### config.mk
export PLATFORM = sky130hd
export DESIGN_NAME = watchdog_control
export DESIGN_NICKNAME = d
export VERILOG_FILES = /design/src/pin_sync.v /design/src/wd_counter.v /design/src/watchdog_control.v
export VERILOG_INCLUDE_DIRS = /design/src
export SDC_FILE = /design/constraint.sdc
export NUM_CORES = 1
export LEC_CHECK = 0
export BUFFER_PORTS_ARGS = -buffer_cell sky130_fd_sc_hd__buf_2
export CORE_AREA = 2 2 124 126
export DETAILED_ROUTE_END_ITERATION = 8
export DIE_AREA = 0 0 126 128
export GPL_TIMING_DRIVEN = 1
export PLACE_DENSITY_LB_ADDON = 0.12
export SLEW_MARGIN = 40
export SYNTH_ARGS = -nofsm -noshare
export SYNTH_HDL_FRONTEND = slang
export SYNTH_HIERARCHICAL = 1
export SYNTH_SLANG_ARGS = --single-unit
export TNS_END_PERCENT = 20
### constraint.sdc
create_clock -name ref_clk -period 8.9 [get_ports ref_clk]
set_input_delay 1.78 -clock ref_clk [delete_from_list [all_inputs] [get_ports ref_clk]]
set_output_delay 1.78 -clock ref_clk [all_outputs]
set_load 0.01 [all_outputs]
### src/watchdog_control_defs.vh
// Register map, field layout and timing constants of the operating watchdog.
`ifndef WATCHDOG_CONTROL_DEFS_VH
`define WATCHDOG_CONTROL_DEFS_VH

`define WD_ADDR_W        8
`define WD_DATA_W        8

`define WD_CTL_OFF       8'h3c
`define WD_SVC_OFF       8'h3f
`define WD_CFG_OFF       8'h40
`define WD_STAT_OFF      8'h41
`define WD_MASK_OFF      8'h42

`define WD_CTL_WIN_BIT   7
`define WD_CTL_DBG_BIT   6
`define WD_CTL_WMASK_BIT 5
`define WD_CTL_RATE_HI   2
`define WD_CTL_RATE_LO   0

`define WD_CFG_SEL_BIT   0
`define WD_CFG_RUN_BIT   1
`define WD_CFG_EFF_BIT   2

`define WD_EV_W          3
`define WD_EV_TIMEOUT    0
`define WD_EV_BADKEY     1
`define WD_EV_EARLY      2

`define WD_RATE_OFF      3'h0
`define WD_KEY_ARM       8'h55
`define WD_KEY_FIRE      8'haa

`define WD_SHIFT_W       5
`define WD_SHIFT_1       5'h0e
`define WD_SHIFT_2       5'h10
`define WD_SHIFT_3       5'h12
`define WD_SHIFT_4       5'h14
`define WD_SHIFT_5       5'h16
`define WD_SHIFT_6       5'h17
`define WD_SHIFT_7       5'h18
`define WD_SHIFT_MAX     5'h18
`define WD_CNT_W         24

`endif

### src/pin_sync.v
// Three-stage synchroniser that accepts a new level once the last two stages agree.
`timescale 1ns/1ps
module pin_sync
(
  input  wire ref_clk,
  input  wire rst,
  input  wire pin,
  output reg  level_q,
  output reg  rise_q
);

  reg s1_q;
  reg s2_q;
  reg s3_q;

  always @(posedge ref_clk)
  begin
    if (rst)
    begin
      s1_q    <= 1'b0;
      s2_q    <= 1'b0;
      s3_q    <= 1'b0;
      level_q <= 1'b0;
      rise_q  <= 1'b0;
    end
    else
    begin
      s1_q   <= pin;
      s2_q   <= s1_q;
      s3_q   <= s2_q;
      rise_q <= 1'b0;
      if (s2_q == s3_q)
      begin
        level_q <= s3_q;
        rise_q  <= s3_q & ~level_q;
      end
    end
  end

endmodule // pin_sync

### src/wd_counter.v
// Timeout counter that counts counter-clock ticks up to a power-of-two period.
`timescale 1ns/1ps
`include "watchdog_control_defs.vh"
module wd_counter
#(
  parameter CNT_W = `WD_CNT_W
)
(
  input  wire                   ref_clk,
  input  wire                   rst,
  input  wire                   restart,
  input  wire                   tick,
  input  wire                   run,
  input  wire [`WD_SHIFT_W-1:0] shift,
  output reg                    timeout_q,
  output wire                   late
);

  reg  [CNT_W-1:0] count_q;
  wire [CNT_W:0]   period;
  wire [CNT_W:0]   last;
  wire [CNT_W:0]   quarter;

  assign period  = {{CNT_W{1'b0}}, 1'b1} << shift;
  assign last    = period - {{CNT_W{1'b0}}, 1'b1};
  assign quarter = period >> 2;
  // In window mode, servicing is only legal once three quarters of the period have elapsed.
  assign late    = {1'b0, count_q} >= (period - quarter);

  always @(posedge ref_clk)
  begin
    if (rst)
    begin
      count_q   <= {CNT_W{1'b0}};
      timeout_q <= 1'b0;
    end
    else
    begin
      timeout_q <= 1'b0;
      if (restart || !run)
      begin
        count_q <= {CNT_W{1'b0}};
      end
      else if (tick)
      begin
        if ({1'b0, count_q} == last)
        begin
          count_q   <= {CNT_W{1'b0}};
          timeout_q <= 1'b1;
        end
        else
        begin
          count_q <= count_q + {{(CNT_W-1){1'b0}}, 1'b1};
        end
      end
    end
  end

endmodule // wd_counter

### src/watchdog_control.v
// Operating watchdog: control register permissions, servicing, timeout and reset request.
//
// Strobed register access was chosen for this implementation.
`timescale 1ns/1ps
`include "watchdog_control_defs.vh"
module watchdog_control
#(
  parameter SHIFT_REDUCE = 0
)
(
  input  wire                   ref_clk,
  input  wire                   rst,
  input  wire [`WD_ADDR_W-1:0]  addr,
  input  wire [`WD_DATA_W-1:0]  wr_data,
  input  wire                   wr_en,
  input  wire                   rd_en,
  output reg  [`WD_DATA_W-1:0]  rd_data_q,
  input  wire                   special_mode,
  input  wire                   stop_mode,
  input  wire                   pseudo_stop_select,
  input  wire                   background_debug,
  input  wire                   internal_rc_clock,
  input  wire                   oscillator_clock,
  input  wire                   oscillator_ok_status,
  input  wire                   flash_window_mode,
  input  wire [2:0]             flash_rate_select,
  output reg                    wd_reset_q,
  output reg                    irq_q
);

  reg                   window_mode_q;
  reg                   stop_in_debug_q;
  reg [2:0]             rate_select_q;
  reg                   once_used_q;
  reg                   clock_source_select_q;
  reg                   stop_run_enable_q;
  reg                   eff_sel_q;
  reg                   loaded_q;
  reg                   armed_q;
  reg [`WD_EV_W-1:0]    status_q;
  reg [`WD_EV_W-1:0]    mask_q;

  reg                   window_mode_d;
  reg                   stop_in_debug_d;
  reg [2:0]             rate_select_d;
  reg                   once_used_d;
  reg                   ctl_restart;
  reg [`WD_SHIFT_W-1:0] shift_raw;
  reg [`WD_DATA_W-1:0]  rd_mux;

  wire                  rc_level;
  wire                  rc_rise;
  wire                  osc_level;
  wire                  osc_rise;
  wire                  osc_ok;
  wire                  eff_sel_d;
  wire                  sel_change;
  wire                  tick;
  wire                  halted;
  wire                  enabled;
  wire                  debug_override;
  wire                  window_eff;
  wire [`WD_SHIFT_W-1:0] shift_eff;
  wire                  timeout;
  wire                  late;
  wire                  ctl_wr;
  wire                  svc_wr;
  wire                  cfg_wr;
  wire                  stat_wr;
  wire                  mask_wr;
  wire                  field_ok;
  wire                  svc_bad;
  wire                  svc_early;
  wire                  svc_fire;
  wire                  flash_start;
  wire                  restart;
  wire [`WD_EV_W-1:0]   events;

  pin_sync u_rc_sync
  (
    .ref_clk (ref_clk),
    .rst     (rst),
    .pin     (internal_rc_clock),
    .level_q (rc_level),
    .rise_q  (rc_rise)
  );

  pin_sync u_osc_sync
  (
    .ref_clk (ref_clk),
    .rst     (rst),
    .pin     (oscillator_clock),
    .level_q (osc_level),
    .rise_q  (osc_rise)
  );

  pin_sync u_ok_sync
  (
    .ref_clk (ref_clk),
    .rst     (rst),
    .pin     (oscillator_ok_status),
    .level_q (osc_ok),
    .rise_q  ()
  );

  // Losing the oscillator falls back to the RC clock, which counts as a source change.
  assign eff_sel_d  = clock_source_select_q & osc_ok;
  assign sel_change = loaded_q && (eff_sel_d != eff_sel_q);
  assign tick       = eff_sel_q ? osc_rise : rc_rise;

  assign halted = (stop_mode && !(pseudo_stop_select && eff_sel_q && stop_run_enable_q))
                  || (background_debug && stop_in_debug_q);

  assign enabled        = loaded_q && (rate_select_q != `WD_RATE_OFF);
  assign debug_override = enabled && background_debug && !stop_in_debug_q && special_mode;
  assign window_eff     = window_mode_q && !debug_override;

  always @*
  begin
    case (rate_select_q)
      3'h1:    shift_raw = `WD_SHIFT_1;
      3'h2:    shift_raw = `WD_SHIFT_2;
      3'h3:    shift_raw = `WD_SHIFT_3;
      3'h4:    shift_raw = `WD_SHIFT_4;
      3'h5:    shift_raw = `WD_SHIFT_5;
      3'h6:    shift_raw = `WD_SHIFT_6;
      3'h7:    shift_raw = `WD_SHIFT_7;
      default: shift_raw = `WD_SHIFT_MAX;
    endcase
  end

  // The reduction only exists so that simulation can shorten the long periods.
  assign shift_eff = (debug_override ? `WD_SHIFT_MAX : shift_raw) - SHIFT_REDUCE[`WD_SHIFT_W-1:0];

  assign ctl_wr  = wr_en && (addr == `WD_CTL_OFF);
  assign svc_wr  = wr_en && (addr == `WD_SVC_OFF) && enabled;
  assign cfg_wr  = wr_en && (addr == `WD_CFG_OFF);
  assign stat_wr = wr_en && (addr == `WD_STAT_OFF);
  assign mask_wr = wr_en && (addr == `WD_MASK_OFF);

  assign field_ok = ctl_wr && !wr_data[`WD_CTL_WMASK_BIT] && (special_mode || !once_used_q);

  always @*
  begin
    window_mode_d   = window_mode_q;
    stop_in_debug_d = stop_in_debug_q;
    rate_select_d   = rate_select_q;
    once_used_d     = once_used_q;
    ctl_restart     = 1'b0;
    if (ctl_wr)
    begin
      if (special_mode)
      begin
        stop_in_debug_d = wr_data[`WD_CTL_DBG_BIT];
        ctl_restart     = 1'b1;
        if (field_ok)
        begin
          window_mode_d = wr_data[`WD_CTL_WIN_BIT];
          rate_select_d = wr_data[`WD_CTL_RATE_HI:`WD_CTL_RATE_LO];
        end
      end
      else
      begin
        stop_in_debug_d = stop_in_debug_q | wr_data[`WD_CTL_DBG_BIT];
        if (!stop_in_debug_q && wr_data[`WD_CTL_DBG_BIT])
        begin
          ctl_restart = 1'b1;
        end
        if (field_ok)
        begin
          once_used_d = 1'b1;
          if (wr_data[`WD_CTL_WIN_BIT])
          begin
            window_mode_d = 1'b1;
            ctl_restart   = 1'b1;
          end
          if (wr_data[`WD_CTL_RATE_HI:`WD_CTL_RATE_LO] != `WD_RATE_OFF)
          begin
            rate_select_d = wr_data[`WD_CTL_RATE_HI:`WD_CTL_RATE_LO];
            ctl_restart   = 1'b1;
          end
        end
      end
    end
  end

  assign svc_early = svc_wr && window_eff && !late;
  assign svc_bad   = svc_wr && (wr_data != `WD_KEY_ARM) && (wr_data != `WD_KEY_FIRE);
  assign svc_fire  = svc_wr && armed_q && (wr_data == `WD_KEY_FIRE) && !svc_early;

  assign flash_start = !loaded_q && (flash_rate_select != `WD_RATE_OFF);
  assign restart     = ctl_restart || sel_change || svc_fire || flash_start;

  wd_counter #(.CNT_W(`WD_CNT_W)) u_counter
  (
    .ref_clk   (ref_clk),
    .rst       (rst),
    .restart   (restart),
    .tick      (tick),
    .run       (enabled && !halted),
    .shift     (shift_eff),
    .timeout_q (timeout),
    .late      (late)
  );

  assign events = {svc_early, svc_bad, timeout && enabled};

  always @(posedge ref_clk)
  begin
    if (rst)
    begin
      window_mode_q         <= 1'b0;
      stop_in_debug_q       <= 1'b0;
      rate_select_q         <= `WD_RATE_OFF;
      once_used_q           <= 1'b0;
      clock_source_select_q <= 1'b0;
      stop_run_enable_q     <= 1'b0;
      eff_sel_q             <= 1'b0;
      loaded_q              <= 1'b0;
      armed_q               <= 1'b0;
      status_q              <= {`WD_EV_W{1'b0}};
      mask_q                <= {`WD_EV_W{1'b0}};
      wd_reset_q            <= 1'b0;
      irq_q                 <= 1'b0;
    end
    else
    begin
      loaded_q  <= 1'b1;
      eff_sel_q <= eff_sel_d;
      if (!loaded_q)
      begin
        // Flash values are taken on the first edge after release, never under reset.
        window_mode_q <= flash_window_mode;
        rate_select_q <= flash_rate_select;
      end
      else
      begin
        window_mode_q   <= window_mode_d;
        stop_in_debug_q <= stop_in_debug_d;
        rate_select_q   <= rate_select_d;
        once_used_q     <= once_used_d;
      end
      if (cfg_wr)
      begin
        clock_source_select_q <= wr_data[`WD_CFG_SEL_BIT];
        stop_run_enable_q     <= wr_data[`WD_CFG_RUN_BIT];
      end
      if (mask_wr)
      begin
        mask_q <= wr_data[`WD_EV_W-1:0];
      end
      // A set in the same cycle as a write-one clear keeps the bit set.
      status_q <= (status_q & ~(stat_wr ? wr_data[`WD_EV_W-1:0] : {`WD_EV_W{1'b0}})) | events;
      irq_q    <= |(status_q & mask_q);
      wd_reset_q <= |events;
      if (svc_fire || restart || !enabled)
      begin
        armed_q <= 1'b0;
      end
      else if (svc_wr && (wr_data == `WD_KEY_ARM))
      begin
        armed_q <= 1'b1;
      end
    end
  end

  always @*
  begin
    case (addr)
      `WD_CTL_OFF:  rd_mux = {window_mode_q, stop_in_debug_q, 3'h0, rate_select_q};
      `WD_CFG_OFF:  rd_mux = {5'h00, eff_sel_q, stop_run_enable_q, clock_source_select_q};
      `WD_STAT_OFF: rd_mux = {5'h00, status_q};
      `WD_MASK_OFF: rd_mux = {5'h00, mask_q};
      default:      rd_mux = 8'h00;
    endcase
  end

  always @(posedge ref_clk)
  begin
    if (rst)
    begin
      rd_data_q <= 8'h00;
    end
    else
    begin
      rd_data_q <= rd_en ? rd_mux : 8'h00;
    end
  end

endmodule // watchdog_control

==> results.md <==
* Met3 Wirelength at 620 um
* I/O pin count at 41
* 1st-pass router iterations at 5
* Final setup viols at 0
* GP Congestion at 0.921
* Hold crit path type: reg -> reg
* DRC Markers at 0
* TritonCTS buffer count at 9
* Kind of start point of the critical path: input pin
* Met2 WL at 7600 um
* TritonCTS clock tree: built
* Pwr dens at 132 mW/mm^2
* Initial antenna violation count at 0
* Worst r2r dst: u_counter/count_q[3]
* Core ar. at 0.0149 mm^2
* Hold_sp: u_osc_sync/s1_q
* Final std cells w/o fill at 951
* First-pass GRT wire length at 26100 um
* Max_slew headroom at 0.550
* Die width at 126 um
* Share of post-route cells with drive strength above 1 at 0.126
* Worst skew pair latency at 0.32 ns
* Classification of the worst setup path: in -> reg
* Unrepaired setup endpoints after global routing: no
* Crit-path max FO at 24
* Pin count of the biggest net entering global routing at 33
* TritonCTS sink count at 63
* Nets at 840
* Area occupied by multi-input gates at 0.00418 mm^2
* Root Driver: clkbuf_16
* Final ANT Viol Nets at 0
* Worst Path Required at 9.14 ns
* Met1 wire length at 7770 um
* CP Capture Type: register
* Area after DPL at 0.00609 mm^2
* Min cycle time layout at 8.19 ns
* Synth Area per Inst at 7.85 um^2
* Warning count from the yosys run at 6
* Switching share of power at 0.297
* Clock Skew at 0.00588 ns
* IO Port Bufs at 37
* Layout area overhead at 11.0%
* Initial Utilization at 0.386
* Total grt overflow at 0
* Part of the cycle the worst path needs at 0.920
* Clk pin slew, worst setup/hold paths at 0.05 ns
* Setup TNS at 0 ns
* Detailed-placement wirelength estimate at 13000 um
* Worst reg2reg setup slack at 1.80 ns
* WP data arrival at 8.43 ns
* Reg2reg start: loaded_q
* Vias in the first global route at 5040
* Final core utilization at 0.429
* Syn Inst Count at 732
* R2r worst-path depth at 25
* Total number of vias at 5438
* Tot GR Track Use at 0.201
* N_diodes at 0
* Clock buffer depth at 2
* Status: finished, final reports clean
* Highest metal used: met4
* Wire per inst at 17.2 um
* P_leak at 2.71 nW
* Seq. cell area at 0.00126 mm^2
* Die area at 0.0161 mm^2
* Clk pwr share at 0.392
* Cell Area, Synth at 0.00574 mm^2
* FMAX at 0.122 GHz
* CTS Hold Bufs at 0
* Switch Pwr at 0.250 mW
* Worst Hold Endpoint: u_osc_sync/s2_q
* WHS at 0.440 ns
* Detailed Route WL at 16400 um
* Worst Tran Pin Value at 0.675 ns
* Max-cap violations at 0
* Initial detailed-routing violation count at 422
* Hold Fails Final Rpt at 0
* WHS Path Cells at 1
* Final Max Tran Viols at 0
* Slowest stage delay, CP at 0.72 ns
* Fin area at 0.00638 mm^2
* Vias per std cell at 5.72
* Die Ht at 128 um
* Row cnt at 45
* Register share of total power at 0.345
* Comb power frac at 0.264
* Critical-path top delay cell: or4b_2
* Max IR drop VDD at 0.000136 V
* Dpl cells at 937
* FILL cells at 1514
* CTS HTree Levels at 3
* Int Power at 0.592 mW
==> state kept, by name, indices dropped and copies added, names as in the netlist, 3 cells and up <==
register,flops
mask_q,3
rd_data_q,5
status_q,3
rate_select_q,3
u_counter/count_q,24
==> critical path: cells and delay by family <==
kind / cells / cell delay [ns]
xor gates and xnor gates: 1 / 0.22
AOI/OAI and AO/OA: 11 / 3.04
buffers and inverters: 2 / 0.37
and+or+nand+nor: 11 / 2.47
adders and majority gates: 2 / 0.56
==> power by group through the flow <==
stage	Combinational [mW]	Sequential (mW)	Clock, mW
global route	0.245	0.291	0.347
global placement	0.217	0.296	0
floorplan	0.162	0.293	0
detailed placement	0.219	0.296	0
finish	0.222	0.290	0.330
CTS	0.220	0.290	0.338
==> how the worst max path moves through the flow <==
stage / from / to / depth (start not counted)
final: special_mode / u_counter/count_q[3] / 27
after global routing: special_mode / u_counter/count_q[20] / 26
after global placement: special_mode / u_counter/count_q[3] / 29
after floorplan: special_mode / u_counter/count_q[10] / 30
after CTS: special_mode / u_counter/count_q[11] / 29
after detailed placement: special_mode / u_counter/count_q[11] / 29
==> per-layer routing <==
metal / vias to the layer above / track usage
li1: 2739 / -
met1: 2564 / 0.277
met2: 116 / 0.329
met3: 19 / 0.0221
met4: 0 / 0.0685
met5: - / 0
==> final cells by class <==
class	instances	share of cell area
clock buffer	14	0.0445
timing repair buffer	52	0.0467
inverter	33	0.0194
sequential	63	0.198
tap	188	0.0369
multi-input combinational	601	0.655
==> per-stage QoR <==
stage | setup slack (ns) | power [mW]
final | 0.710 | 0.842
after global routing | 0.0814 | 0.882
after global placement | 0.407 | 0.513
after CTS | 0.557 | 0.849
after floorplan | 0.819 | 0.455
after detailed placement | 0.229 | 0.515
==> layout by cell type (no fill, tap or decap), drive strengths merged, types with 4 or more instances in the layout <==
master / count
nand3: 26
dfxtp: 63
nand2b: 13
o211ai: 7
or2: 6
nand4: 23
buf: 52
a31oi: 4
mux2i: 10
nor2: 60
a211oi: 5
ha: 48
o31ai: 6
a22oi: 7
nor4: 17
and2: 8
or3: 8
a21o: 14
and4: 4
a21oi: 46
and3: 8
o21a: 10
inv: 33
mux2: 4
xor2: 27
nand2: 58
clkbuf: 14
xnor2: 21
nor3b: 4
a311oi: 4
and3b: 4
or4: 5
o21ai: 33
nor3: 34
nor2b: 24
==> repair_timing <==
| item | 4_1_cts | 5_1_grt |
|---|---|---|
| endpoints found under the setup margin | 0 | 24 |
| setup buffers | 0 | 0 |
| resized for setup | 0 | 1 |
No activity file was read; power rests on OpenSTA's default activity.
